`config.mk`:
```
export PLATFORM = sky130hd
export DESIGN_NAME = frpc_top
export DESIGN_NICKNAME = d
export VERILOG_FILES = /design/src/verilog/frpc_pkg.sv /design/src/verilog/frpc_top.sv
export VERILOG_INCLUDE_DIRS = /design/src /design/src/verilog
export SDC_FILE = /design/constraint.sdc
export NUM_CORES = 1
export LEC_CHECK = 0
export BUFFER_PORTS_ARGS = -buffer_cell sky130_fd_sc_hd__buf_2
export CAP_MARGIN = 5
export CORE_MARGIN = 4
export CORE_UTILIZATION = 35
export CTS_CLUSTER_SIZE = 16
export DETAILED_ROUTE_END_ITERATION = 8
export HOLD_SLACK_MARGIN = 0.12
export SLEW_MARGIN = 25
export SYNTH_ARGS = -nofsm -noshare
export SYNTH_HDL_FRONTEND = slang
export SYNTH_SLANG_ARGS = --single-unit
```
`constraint.sdc`:
```
create_clock -name clk_in -period 4.65 [get_ports clk_in]
set_clock_uncertainty 0.1 [all_clocks]
set_input_delay 0.6975 -clock clk_in [delete_from_list [all_inputs] [get_ports clk_in]]
set_output_delay 0.6975 -clock clk_in [all_outputs]
set_load 0.01 [all_outputs]
```
`src/verilog/frpc_cfg.svh`:
```
// timing, offsets, field positions and reset values of the flash control block
`ifndef FRPC_CFG_SVH
`define FRPC_CFG_SVH
`define FRPC_OFS_CONTROL 8'h00
`define FRPC_OFS_KEY 8'h04
`define FRPC_OFS_STATUS 8'h08
`define FRPC_OFS_HOLD_ADDR 8'h0c
`define FRPC_OFS_HOLD_LOW 8'h10
`define FRPC_OFS_HOLD_HIGH 8'h14
`define FRPC_OFS_PAGE 8'h18
`define FRPC_BIT_START 15
`define FRPC_BIT_ENABLE 14
`define FRPC_BIT_ERROR 13
`define FRPC_BIT_ERASE 6
`define FRPC_CONTROL_RESET 16'h0000
`define FRPC_KEY_FIRST 8'h55
`define FRPC_KEY_SECOND 8'haa
`define FRPC_OP_ROW 4'h1
`define FRPC_OP_PAGE 4'h2
`define FRPC_OP_WORD 4'h3
`define FRPC_ROW_WORDS 64
`define FRPC_PAGE_ROWS 8
`define FRPC_PAGE_WORDS 512
`define FRPC_ROW_TIME_US 1500
`define FRPC_PAGE_TIME_US 20000
`define FRPC_WORD_TIME_US 50
`define FRPC_CLK_MHZ 20
`endif

```
`src/verilog/frpc_pkg.sv`:
```
// types of the flash control block
package frpc_pkg;
    typedef enum logic [1:0] {
        frpc_idle,
        frpc_key1,
        frpc_armed
    } frpc_key_t;
    typedef enum logic [1:0] {
        frpc_none,
        frpc_row,
        frpc_page,
        frpc_word
    } frpc_op_t;
endpackage

```
`src/verilog/frpc_top.sv`:
```
// flash erase and row program sequencer with axi4-lite register slave
//
// Design decisions made here: the address map and the AXI4-Lite register port.
`include "frpc_cfg.svh"
`timescale 1ns/1ns
`default_nettype none
module frpc_top #(
    parameter int unsigned ROW_CYCLES = `FRPC_ROW_TIME_US * `FRPC_CLK_MHZ,
    parameter int unsigned PAGE_CYCLES = `FRPC_PAGE_TIME_US * `FRPC_CLK_MHZ
) (
    input wire logic clk_in,
    input wire logic reset_in,
    input wire logic s_axi_awvalid_in,
    output logic s_axi_awready_out,
    input wire logic [7:0] s_axi_awaddr_in,
    input wire logic s_axi_wvalid_in,
    output logic s_axi_wready_out,
    input wire logic [31:0] s_axi_wdata_in,
    input wire logic [3:0] s_axi_wstrb_in,
    output logic s_axi_bvalid_out,
    input wire logic s_axi_bready_in,
    output logic [1:0] s_axi_bresp_out,
    input wire logic s_axi_arvalid_in,
    output logic s_axi_arready_out,
    input wire logic [7:0] s_axi_araddr_in,
    output logic s_axi_rvalid_out,
    input wire logic s_axi_rready_in,
    output logic [31:0] s_axi_rdata_out,
    output logic [1:0] s_axi_rresp_out,
    output logic cpu_stall_out,
    output logic flash_busy_out,
    output logic [1:0] flash_op_out,
    output logic [15:0] flash_row_out
);
    localparam int unsigned WORD_CYCLES = `FRPC_WORD_TIME_US * `FRPC_CLK_MHZ;
    localparam logic [1:0] RESP_OK = 2'h0;
    localparam logic [1:0] RESP_ERR = 2'h2;

    // byte-enable merge of a 16-bit field
    function automatic logic [15:0] merge16(input logic [15:0] old, input logic [31:0] d,
                                            input logic [3:0] be);
        merge16 = {be[1] ? d[15:8] : old[15:8], be[0] ? d[7:0] : old[7:0]};
    endfunction

    // registers
    logic aw_got_ff, nxt_aw_got;
    logic w_got_ff, nxt_w_got;
    logic [7:0] aw_addr_ff, nxt_aw_addr;
    logic [31:0] w_data_ff, nxt_w_data;
    logic [3:0] w_strb_ff, nxt_w_strb;
    logic bvalid_ff, nxt_bvalid;
    logic [1:0] bresp_ff, nxt_bresp;
    logic rvalid_ff, nxt_rvalid;
    logic [31:0] rdata_ff, nxt_rdata;
    logic [1:0] rresp_ff, nxt_rresp;
    logic start_ff, nxt_start;
    logic enable_ff, nxt_enable;
    logic error_ff, nxt_error;
    logic erase_ff, nxt_erase;
    logic [3:0] opsel_ff, nxt_opsel;
    logic [15:0] page_ff, nxt_page;
    logic [15:0] haddr_ff, nxt_haddr;
    logic [15:0] hlow_ff, nxt_hlow;
    logic [6:0] hcount_ff, nxt_hcount;
    frpc_pkg::frpc_key_t key_ff, nxt_key;
    frpc_pkg::frpc_op_t op_ff, nxt_op;
    logic [19:0] timer_ff, nxt_timer;
    logic [23:0] buf_mem [0:`FRPC_ROW_WORDS-1];
    logic buf_we;
    logic [5:0] buf_idx;
    logic awready_ff, wready_ff, arready_ff;

    logic wr_fire;
    logic [15:0] ctl_read;
    assign wr_fire = aw_got_ff && w_got_ff && !bvalid_ff;
    assign ctl_read = {start_ff, enable_ff, error_ff, 6'h00, erase_ff, 2'h0, opsel_ff};

    // decodes an op request from the merged control write
    function automatic frpc_pkg::frpc_op_t decode_op(input logic er, input logic [3:0] op);
        if (er && op == `FRPC_OP_PAGE) decode_op = frpc_pkg::frpc_page;
        else if (!er && op == `FRPC_OP_ROW) decode_op = frpc_pkg::frpc_row;
        else if (!er && op == `FRPC_OP_WORD) decode_op = frpc_pkg::frpc_word;
        else decode_op = frpc_pkg::frpc_none;
    endfunction

    // bus handshake, register writes, key sequence and operation timer
    always_comb begin
        logic [15:0] cw;
        frpc_pkg::frpc_op_t req;
        cw = 16'h0000;
        req = frpc_pkg::frpc_none;
        nxt_aw_got = aw_got_ff;
        nxt_w_got = w_got_ff;
        nxt_aw_addr = aw_addr_ff;
        nxt_w_data = w_data_ff;
        nxt_w_strb = w_strb_ff;
        nxt_bvalid = bvalid_ff;
        nxt_bresp = bresp_ff;
        nxt_rvalid = rvalid_ff;
        nxt_rdata = rdata_ff;
        nxt_rresp = rresp_ff;
        nxt_start = start_ff;
        nxt_enable = enable_ff;
        nxt_error = error_ff;
        nxt_erase = erase_ff;
        nxt_opsel = opsel_ff;
        nxt_page = page_ff;
        nxt_haddr = haddr_ff;
        nxt_hlow = hlow_ff;
        nxt_hcount = hcount_ff;
        nxt_key = key_ff;
        nxt_op = op_ff;
        nxt_timer = timer_ff;
        buf_we = 1'b0;
        buf_idx = haddr_ff[5:0];
        // beats move only on valid and ready; ready is still low at the first edge after reset
        if (s_axi_awvalid_in && awready_ff) begin
            nxt_aw_got = 1'b1;
            nxt_aw_addr = s_axi_awaddr_in;
        end
        if (s_axi_wvalid_in && wready_ff) begin
            nxt_w_got = 1'b1;
            nxt_w_data = s_axi_wdata_in;
            nxt_w_strb = s_axi_wstrb_in;
        end
        if (bvalid_ff && s_axi_bready_in) nxt_bvalid = 1'b0;
        // busy timer; the cpu stays stalled until it expires
        if (op_ff != frpc_pkg::frpc_none) begin
            if (timer_ff == 20'h00000) begin
                nxt_op = frpc_pkg::frpc_none;
                nxt_start = 1'b0;
                if (op_ff == frpc_pkg::frpc_row) nxt_hcount = 7'h00;
            end else begin
                nxt_timer = timer_ff - 20'h00001;
            end
        end
        // writes are held off while busy, as the stalled cpu cannot issue them
        if (wr_fire && op_ff == frpc_pkg::frpc_none) begin
            nxt_aw_got = 1'b0;
            nxt_w_got = 1'b0;
            nxt_bvalid = 1'b1;
            nxt_bresp = RESP_OK;
            nxt_key = frpc_pkg::frpc_idle;
            unique case (aw_addr_ff)
                `FRPC_OFS_CONTROL: begin
                    cw = merge16(ctl_read, w_data_ff, w_strb_ff);
                    nxt_enable = cw[`FRPC_BIT_ENABLE];
                    nxt_erase = cw[`FRPC_BIT_ERASE];
                    nxt_opsel = cw[3:0];
                    // error is writable so software can clear it; a set attempt below wins
                    nxt_error = cw[`FRPC_BIT_ERROR];
                    if (cw[`FRPC_BIT_START] && !start_ff) begin
                        req = decode_op(cw[`FRPC_BIT_ERASE], cw[3:0]);
                        if (key_ff == frpc_pkg::frpc_armed && cw[`FRPC_BIT_ENABLE]
                            && req != frpc_pkg::frpc_none) begin
                            nxt_start = 1'b1;
                            nxt_op = req;
                            if (req == frpc_pkg::frpc_page) nxt_timer = 20'(PAGE_CYCLES - 1);
                            else if (req == frpc_pkg::frpc_row) nxt_timer = 20'(ROW_CYCLES - 1);
                            else nxt_timer = 20'(WORD_CYCLES - 1);
                        end else begin
                            nxt_error = 1'b1;
                        end
                    end
                end
                `FRPC_OFS_KEY: begin
                    if (w_strb_ff[0] && w_data_ff[7:0] == `FRPC_KEY_FIRST)
                        nxt_key = frpc_pkg::frpc_key1;
                    else if (w_strb_ff[0] && key_ff == frpc_pkg::frpc_key1
                             && w_data_ff[7:0] == `FRPC_KEY_SECOND)
                        nxt_key = frpc_pkg::frpc_armed;
                end
                `FRPC_OFS_PAGE: nxt_page = merge16(page_ff, w_data_ff, w_strb_ff);
                `FRPC_OFS_HOLD_ADDR: nxt_haddr = merge16(haddr_ff, w_data_ff, w_strb_ff);
                `FRPC_OFS_HOLD_LOW: nxt_hlow = merge16(hlow_ff, w_data_ff, w_strb_ff);
                `FRPC_OFS_HOLD_HIGH: begin
                    // high byte completes the instruction and post-increments the pointer
                    buf_we = 1'b1;
                    nxt_haddr = haddr_ff + 16'h0001;
                    if (hcount_ff != 7'(`FRPC_ROW_WORDS)) nxt_hcount = hcount_ff + 7'h01;
                end
                `FRPC_OFS_STATUS: ;
                default: nxt_bresp = RESP_ERR;
            endcase
        end
        // reads answer one cycle after the address is taken
        if (rvalid_ff && s_axi_rready_in) nxt_rvalid = 1'b0;
        if (s_axi_arvalid_in && arready_ff) begin
            nxt_rvalid = 1'b1;
            nxt_rresp = RESP_OK;
            nxt_rdata = 32'h00000000;
            unique case (s_axi_araddr_in)
                `FRPC_OFS_CONTROL: nxt_rdata = {16'h0000, ctl_read};
                `FRPC_OFS_STATUS: nxt_rdata = {23'h000000, op_ff != frpc_pkg::frpc_none,
                                               1'b0, hcount_ff};
                `FRPC_OFS_PAGE: nxt_rdata = {16'h0000, page_ff};
                `FRPC_OFS_HOLD_ADDR: nxt_rdata = {16'h0000, haddr_ff};
                `FRPC_OFS_HOLD_LOW: nxt_rdata = {16'h0000, hlow_ff};
                `FRPC_OFS_KEY, `FRPC_OFS_HOLD_HIGH: ; // write-only, read as zero
                default: nxt_rresp = RESP_ERR;
            endcase
        end
    end

    // state registers
    always_ff @(posedge clk_in or posedge reset_in) begin
        if (reset_in) begin
            aw_got_ff <= 1'b0;
            w_got_ff <= 1'b0;
            aw_addr_ff <= 8'h00;
            w_data_ff <= 32'h00000000;
            w_strb_ff <= 4'h0;
            bvalid_ff <= 1'b0;
            bresp_ff <= 2'h0;
            rvalid_ff <= 1'b0;
            rdata_ff <= 32'h00000000;
            rresp_ff <= 2'h0;
            {start_ff, enable_ff, error_ff, erase_ff} <= 4'h0;
            opsel_ff <= 4'h0;
            page_ff <= 16'h0000;
            haddr_ff <= 16'h0000;
            hlow_ff <= 16'h0000;
            hcount_ff <= 7'h00;
            key_ff <= frpc_pkg::frpc_idle;
            op_ff <= frpc_pkg::frpc_none;
            timer_ff <= 20'h00000;
        end else begin
            aw_got_ff <= nxt_aw_got;
            w_got_ff <= nxt_w_got;
            aw_addr_ff <= nxt_aw_addr;
            w_data_ff <= nxt_w_data;
            w_strb_ff <= nxt_w_strb;
            bvalid_ff <= nxt_bvalid;
            bresp_ff <= nxt_bresp;
            rvalid_ff <= nxt_rvalid;
            rdata_ff <= nxt_rdata;
            rresp_ff <= nxt_rresp;
            start_ff <= nxt_start;
            enable_ff <= nxt_enable;
            error_ff <= nxt_error;
            erase_ff <= nxt_erase;
            opsel_ff <= nxt_opsel;
            page_ff <= nxt_page;
            haddr_ff <= nxt_haddr;
            hlow_ff <= nxt_hlow;
            hcount_ff <= nxt_hcount;
            key_ff <= nxt_key;
            op_ff <= nxt_op;
            timer_ff <= nxt_timer;
        end
    end

    // holding buffer of one row; no reset, contents are loaded before use
    always_ff @(posedge clk_in) begin
        if (buf_we) buf_mem[buf_idx] <= {w_data_ff[7:0], hlow_ff};
    end

    // axi ready is registered: low while a beat is held or a read response is pending
    always_ff @(posedge clk_in or posedge reset_in) begin
        if (reset_in) begin
            {awready_ff, wready_ff, arready_ff} <= 3'h0;
        end else begin
            awready_ff <= !nxt_aw_got;
            wready_ff <= !nxt_w_got;
            arready_ff <= !nxt_rvalid;
        end
    end

    always_comb begin
        s_axi_awready_out = awready_ff;
        s_axi_wready_out = wready_ff;
        s_axi_arready_out = arready_ff;
        s_axi_bvalid_out = bvalid_ff;
        s_axi_bresp_out = bresp_ff;
        s_axi_rvalid_out = rvalid_ff;
        s_axi_rdata_out = rdata_ff;
        s_axi_rresp_out = rresp_ff;
        cpu_stall_out = start_ff;
        flash_busy_out = start_ff;
        flash_op_out = op_ff;
        flash_row_out = page_ff;
    end
endmodule // frpc_top
`default_nettype wire

```
Word level (Yosys, flattened, before mapping)
Cells that the tools add are included.
Word-level totals
  bits in registers: 156
  input port bits: 59
  logic and storage cells: 149
Operators by class
  add/sub/neg operators: 3
  equality and inequality tests: 25
  multiplexer cells: 53
  reduce and logical (&&, ||, !) cells: 40
Operators by type and width (number)
  20-bit 2-to-1 mux: 6
  16-bit one-hot mux with 5 select lines: 1
  7-bit 2-to-1 mux: 7
  8-bit by 5-bit equality test with 1-bit output (second input constant): 6
  2-bit 2-to-1 mux: 17
  8-bit by 4-bit equality test with 1-bit output (second input constant): 4
  16-bit one-hot mux with 2 select lines: 1
  8-bit 2-to-1 mux: 3
  20-bit logical NOT: 1
  20-bit by 1-bit subtractor with 20-bit output (second input constant): 1
  19-bit 2-to-1 mux: 1
  3-bit AND reduction: 6
  1-bit logical AND: 17
  16-bit by 1-bit adder with 16-bit output (second input constant): 1
  8-bit by 3-bit equality test with 1-bit output (second input constant): 2
  8-bit logical NOT: 2
  1-bit 2-to-1 mux: 16
  15-bit 2-to-1 mux: 1
  7-bit OR reduction: 2
  4-bit by 2-bit equality test with 1-bit output (second input constant): 2
  8-bit by 7-bit equality test with 1-bit output (second input constant): 1
  8-bit equality test (second input constant): 1
  2-bit nonzero test: 4
  7-bit by 1-bit adder with 7-bit output (second input constant): 1
  other kinds (8): 17

Longest topological paths before layout
  depth after elaboration: 16
  gate-level depth with buffers: 14
  mapped depth without buffers: 11

Least setup slack after synthesis
No wires, ideal clock.
  path type: reg-to-reg
  from: register w_data_ff[6]
  to: register timer_ff[1]
  arrival: 2.047 ns
  data required time: 4.404 ns
  setup slack: 2.357 ns
  stages on the path, launching flop included: 12
  path buffers: 3
  clock period less this slack: 2.293 ns
  cells stage by stage: dfrtp_1 -> clkbuf_1 -> and3b_1 -> o22ai_1 -> ha_1 -> nor2_1 -> nand3_1 -> nor2b_1 -> nand3_1 -> clkbuf_1 -> buf_1 -> o211ai_1
On the way
  cells in the longest elaborated chain, start to end: 15
RTL lines
  start: declaration: RTL line frpc_top.sv:49  | logic [31:0] w_data_ff, nxt_w_data;
  start signal: assignment: RTL line frpc_top.sv:231  | w_data_ff <= nxt_w_data;
  7-bit 2-to-1 mux (*): RTL line frpc_top.sv:42  | merge16 = {be[1] ? d[15:8] : old[15:8], be[0] ? d[7:0] : old[7:0]};
  1-bit logical NOT: RTL line frpc_top.sv:81, frpc_top.sv:82
  1-bit logical AND (no source line)
  2-bit 2-to-1 mux: RTL line frpc_top.sv:82  | else if (!er && op == `FRPC_OP_WORD) decode_op = frpc_pkg::frpc_word;
  2-bit 2-to-1 mux: RTL line frpc_top.sv:81  | else if (!er && op == `FRPC_OP_ROW) decode_op = frpc_pkg::frpc_row;
  2-bit 2-to-1 mux (*): RTL line frpc_top.sv:80  | if (er && op == `FRPC_OP_PAGE) decode_op = frpc_pkg::frpc_page;
  2-bit 2-to-1 mux (*): RTL line frpc_top.sv:152  | if (cw[`FRPC_BIT_START] && !start_ff) begin
  2-bit 2-to-1 mux (*): RTL line frpc_top.sv:144  | unique case (aw_addr_ff)
  2-bit 2-to-1 mux (*): RTL line frpc_top.sv:138  | if (wr_fire && op_ff == frpc_pkg::frpc_none) begin
  2-bit equality test or 2-bit nonzero test (tied branches): RTL line frpc_top.sv:158, frpc_top.sv:155
  19-bit 2-to-1 mux or 1-bit logical AND (tied branches): RTL line frpc_top.sv:158, frpc_top.sv:154
  20-bit 2-to-1 mux (*): RTL line frpc_top.sv:154  | if (key_ff == frpc_pkg::frpc_armed && cw[`FRPC_BIT_ENABLE]
  20-bit 2-to-1 mux (*): RTL line frpc_top.sv:152
  20-bit 2-to-1 mux (*): RTL line frpc_top.sv:144
  20-bit 2-to-1 mux (*): RTL line frpc_top.sv:138
  named net nxt_timer[1]: RTL line frpc_top.sv:67  | logic [19:0] timer_ff, nxt_timer;
  end signal: assignment: RTL line frpc_top.sv:249  | timer_ff <= nxt_timer;
  end: declaration: RTL line frpc_top.sv:67
Mark *: on every way through the listed nets, which the timed path passes. The rest lies on a longest branch. The select of a mux whose other input is x is not followed.
A chain may end at the register's enable or synchronous reset.

Worst setup path after layout
  from: register w_strb_ff[0]
  to: register timer_ff[12]
On the way
  cells in the longest elaborated chain, start to end: 16
RTL lines
  start: declaration: RTL line frpc_top.sv:50  | logic [3:0] w_strb_ff, nxt_w_strb;
  start signal: assignment: RTL line frpc_top.sv:232  | w_strb_ff <= nxt_w_strb;
  7-bit 2-to-1 mux (*): RTL line frpc_top.sv:42
  4-bit by 2-bit equality test with 1-bit output (no source line) or 1-bit logical NOT (tied branches)
  1-bit logical AND (no source line)
  2-bit 2-to-1 mux: RTL line frpc_top.sv:82
  2-bit 2-to-1 mux: RTL line frpc_top.sv:81
  2-bit 2-to-1 mux (*): RTL line frpc_top.sv:80
  2-bit 2-to-1 mux (*): RTL line frpc_top.sv:152
  2-bit 2-to-1 mux (*): RTL line frpc_top.sv:144
  2-bit 2-to-1 mux (*): RTL line frpc_top.sv:138
  2-bit by 1-bit equality test with 1-bit output: RTL line frpc_top.sv:159  | else if (req == frpc_pkg::frpc_row) nxt_timer = 20'(ROW_CYCLES - 1);
  15-bit 2-to-1 mux: RTL line frpc_top.sv:159
  19-bit 2-to-1 mux: RTL line frpc_top.sv:158  | if (req == frpc_pkg::frpc_page) nxt_timer = 20'(PAGE_CYCLES - 1);
  20-bit 2-to-1 mux (*): RTL line frpc_top.sv:154
  20-bit 2-to-1 mux (*): RTL line frpc_top.sv:152
  20-bit 2-to-1 mux (*): RTL line frpc_top.sv:144
  20-bit 2-to-1 mux (*): RTL line frpc_top.sv:138
  named net nxt_timer[12]: RTL line frpc_top.sv:67
Marked as above.

==> flow_summary.toml <==
[clock_tree]
cts_root_buf = "clkbuf_16"
cts_buffer_depth = 2
htreeDepth = 4
clkLatencyLatePin_ns = 0.42
numClockSinks = 138
cts_setup_buffers = 0
cts_made_buffers = 17
cts_resized = 0
cts_hold_buf = 0
clkTransAtPathRegs_ns = 0.06
cts_tree = "built"

[timing]
finalSetupViolCount = 0
timing.fmax_mhz = 360
slew-limit-headroom_pct = 30.5
finalCritPeriodShare_pct = 59.8
hold_viol = 0
rsz0062_at_grt = "false"
slew_violations = 0
finalSetupTns_ns = 0
period_minus_slack_ns = 2.78
worst_pin_slew_ns = 1.04

[floorplanning]
fp.dieH_um = 149
die_area_um2 = 22300
core_um2 = 19500
rows = 51
start_util_pct = 35.8
io_pins = 120
die_w_um = 149

[yosys]
ys_seq_elements = 138
synth_area_um2 = 6990
syn_inst = 678
yosys.cell_types.count = 60
yosysSeqAreaShare_pct = 49.4
synth_ff_type = "dfrtp_1"
yosys_warnings = 0
syn_area_per_cell_um2 = 10.3
synth-edff-count = 0
ys_async_sr_fraction_pct = 100

[cells_and_area]
drive_above_1_share_pct = 26.4
layoutNonFillerInstCount = 1029
syn_to_final_growth_pct = 17.3
final_area_um2 = 8200
antennaDiodeCount = 0
final_common_cell = "dfrtp_1"
fin_nets = 816
layout_common_cells = "dfrtp_1, buf_2, mux2_2"

[routing]
wl_per_cell_um = 16.7
first_iter_violations = 292
postRouteAntennaNets = 0
drt_pass1_iterations = 4
vias_per_cell = 5.07
route.detailed.drc = 0
routed_wirelength_um = 17200
num_vias = 5214

[critical_path]
worstPathArrival_ns = 2.97
critPathKind = "reg2reg"
worst_setup_path_start_kind = "flop"
cp-end-kind = "flop"
cp_max_fo = 29
cp.required_ns = 4.84

[power]
total_power_uw = 3880
p_int_uw = 2690
clkPwrFrac_pct = 37.2
power_frac_seq_pct = 45.4
leakagePower_uw = 0.00386
power_switching_share_pct = 30.7
power_frac_comb_pct = 17.4
powerDensity_nw_per_um2 = 474
power_switching_uw = 1190
ir_drop_v = 0.000379

[global_route]
grt_max_degree = 82
grt_pass1_wl_um = 27900
track_usage_pct = 16.0
grt-ovfl-total = 0
grt_pass1_vias = 5150
antenna_found_initial = 0

[worst_hold_path]
worstHoldPathType = "in2async"

[placement]
place_inst = 997
port_buffers = 83
gp_congestion = 0.801
dpl.hpwl_um = 12300
post_dp_cell_area_um2 = 7560

[outcome]
outcome = "finished, final reports clean"

[flow_run]
maxCapViolations = 0
==> final timing paths <==
| path | startpoint | end | slack [ns] | cells past startpoint |
|---|---|---|---|---|
| max in group asynchronous | reset_in | aw_addr_ff[6]$_DFFE_PP0P_ | 3.20 | 3 |
| min in group clk_in | s_axi_bready_in | s_axi_bvalid_out$_DFFE_PP0P_ | 0.35 | 2 |
| hold reg to reg | s_axi_rdata_out[9]$_DFFE_PP0P_ | s_axi_rdata_out[9]$_DFFE_PP0P_ | 0.38 | 2 |
| hold / removal | reset_in | hcount_ff[3]$_DFF_PP0_ | 0.31 | 2 |
| setup reg to reg | w_strb_ff[0]$_DFFE_PP0P_ | timer_ff[12]$_DFF_PP0_ | 1.87 | 10 |
| setup / recovery | w_strb_ff[0]$_DFFE_PP0P_ | timer_ff[12]$_DFF_PP0_ | 1.87 | 10 |
==> worst max-delay path, cell delays in order, from the launching register on <==
cell and delay (ns):
dfrtp_1 0.57, nor3b_1 0.27, o21ai_0 0.24, ha_1 0.26, nor2_1 0.12, nand3_1 0.11, nor2b_1 0.12, nand3_1 0.08
buf_4 0.24, nor2b_1 0.37, a21oi_1 0.14
==> power by group through the flow <==
stage	sequential [uW]	combinational, uW	clock (uW)
after CTS	1760	687	1480
final	1760	677	1440
after global placement	1780	669	0
after global routing	1810	763	1530
after detailed placement	1780	683	0
after floorplan	1640	555	0
==> flip-flops by register name, summed over array words and instances, names as in the netlist, 2 cells and up <==
register / cells
aw_addr_ff: 8
flash_op_out: 2
flash_row_out: 16
haddr_ff: 16
hcount_ff: 7
hlow_ff: 16
key_ff: 2
opsel_ff: 4
s_axi_rdata_out: 16
timer_ff: 20
w_data_ff: 16
w_strb_ff: 2
==> synth_stat cells, types with 3 or more instances <==
library cell,count,area share (%)
or3_1,3,0.27
nand3_1,22,1.6
mux2_2,66,11
nand2b_1,5,0.45
nor3b_1,5,0.54
nand2_1,57,3.1
nor4_1,8,0.72
o2bb2ai_1,4,0.50
clkbuf_1,22,1.2
a221oi_1,4,0.50
xor2_1,10,1.3
a22o_1,5,0.63
nor2b_1,10,0.90
nor4bb_1,5,0.72
or3b_1,3,0.38
and2_1,7,0.63
xnor2_1,9,1.1
o211ai_1,3,0.32
buf_2,8,0.57
buf_4,19,2.0
mux2i_1,11,1.6
o21ai_0,51,3.7
a22oi_1,7,0.75
inv_1,17,0.91
nor3_1,11,0.79
ha_1,6,1.1
o31ai_1,5,0.54
dfrtp_1,138,49
a31oi_1,7,0.63
a21oi_1,49,3.5
nand4_1,5,0.45
nor2_1,52,2.8
o22ai_1,5,0.45
and3_1,6,0.54
==> logic make-up (layout without fill, tap and decap cells) <==
kind of cell / count (synthesis) / after routing / synth area share [%]
muxes: 79 / 79 / 12.7
DFF: 138 / 138 / 49.4
adders and majority gates: 6 / 6 / 1.07
and+or+nand+nor: 215 / 215 / 16.4
xor gates and xnor gates: 19 / 19 / 2.38
buffers and inverters: 70 / 139 / 5.14
other: 1 / 18 / 0.0537
AOI/OAI and AO/OA: 150 / 150 / 12.8
==> per-layer routing <==
metal | track usage [%] | vias to the layer above | wire length [um]
li1 | - | 2529 | -
met1 | 23.1 | 2539 | 8220
met2 | 24.1 | 135 | 7860
met3 | 3.16 | 11 | 865
met4 | 5.35 | 0 | 208
met5 | 0 | - | 0
==> metrics by stage <==
stage	util, %	worst slack (ns)	hold slack, ns
after floorplan	-	0.156	0.349
after global placement	38.7	1.69	0.364
after detailed placement	38.7	1.62	0.377
after CTS	42.0	1.82	0.336
after global routing	42.0	1.59	0.358
final	42.0	1.87	0.307
==> layout make-up <==
type                            count  area (um2)
Clock inverter                     14         196
Clock buffer                       18         439
Sequential cell                   138        3450
Tap cell                          265         332
Timing Repair Buffer               90         468
Multi-Input combinational cell    487        3240
Fill cell                        1904       11300
Inverter                           17        68.8
Power figures use the tool's default switching activity.
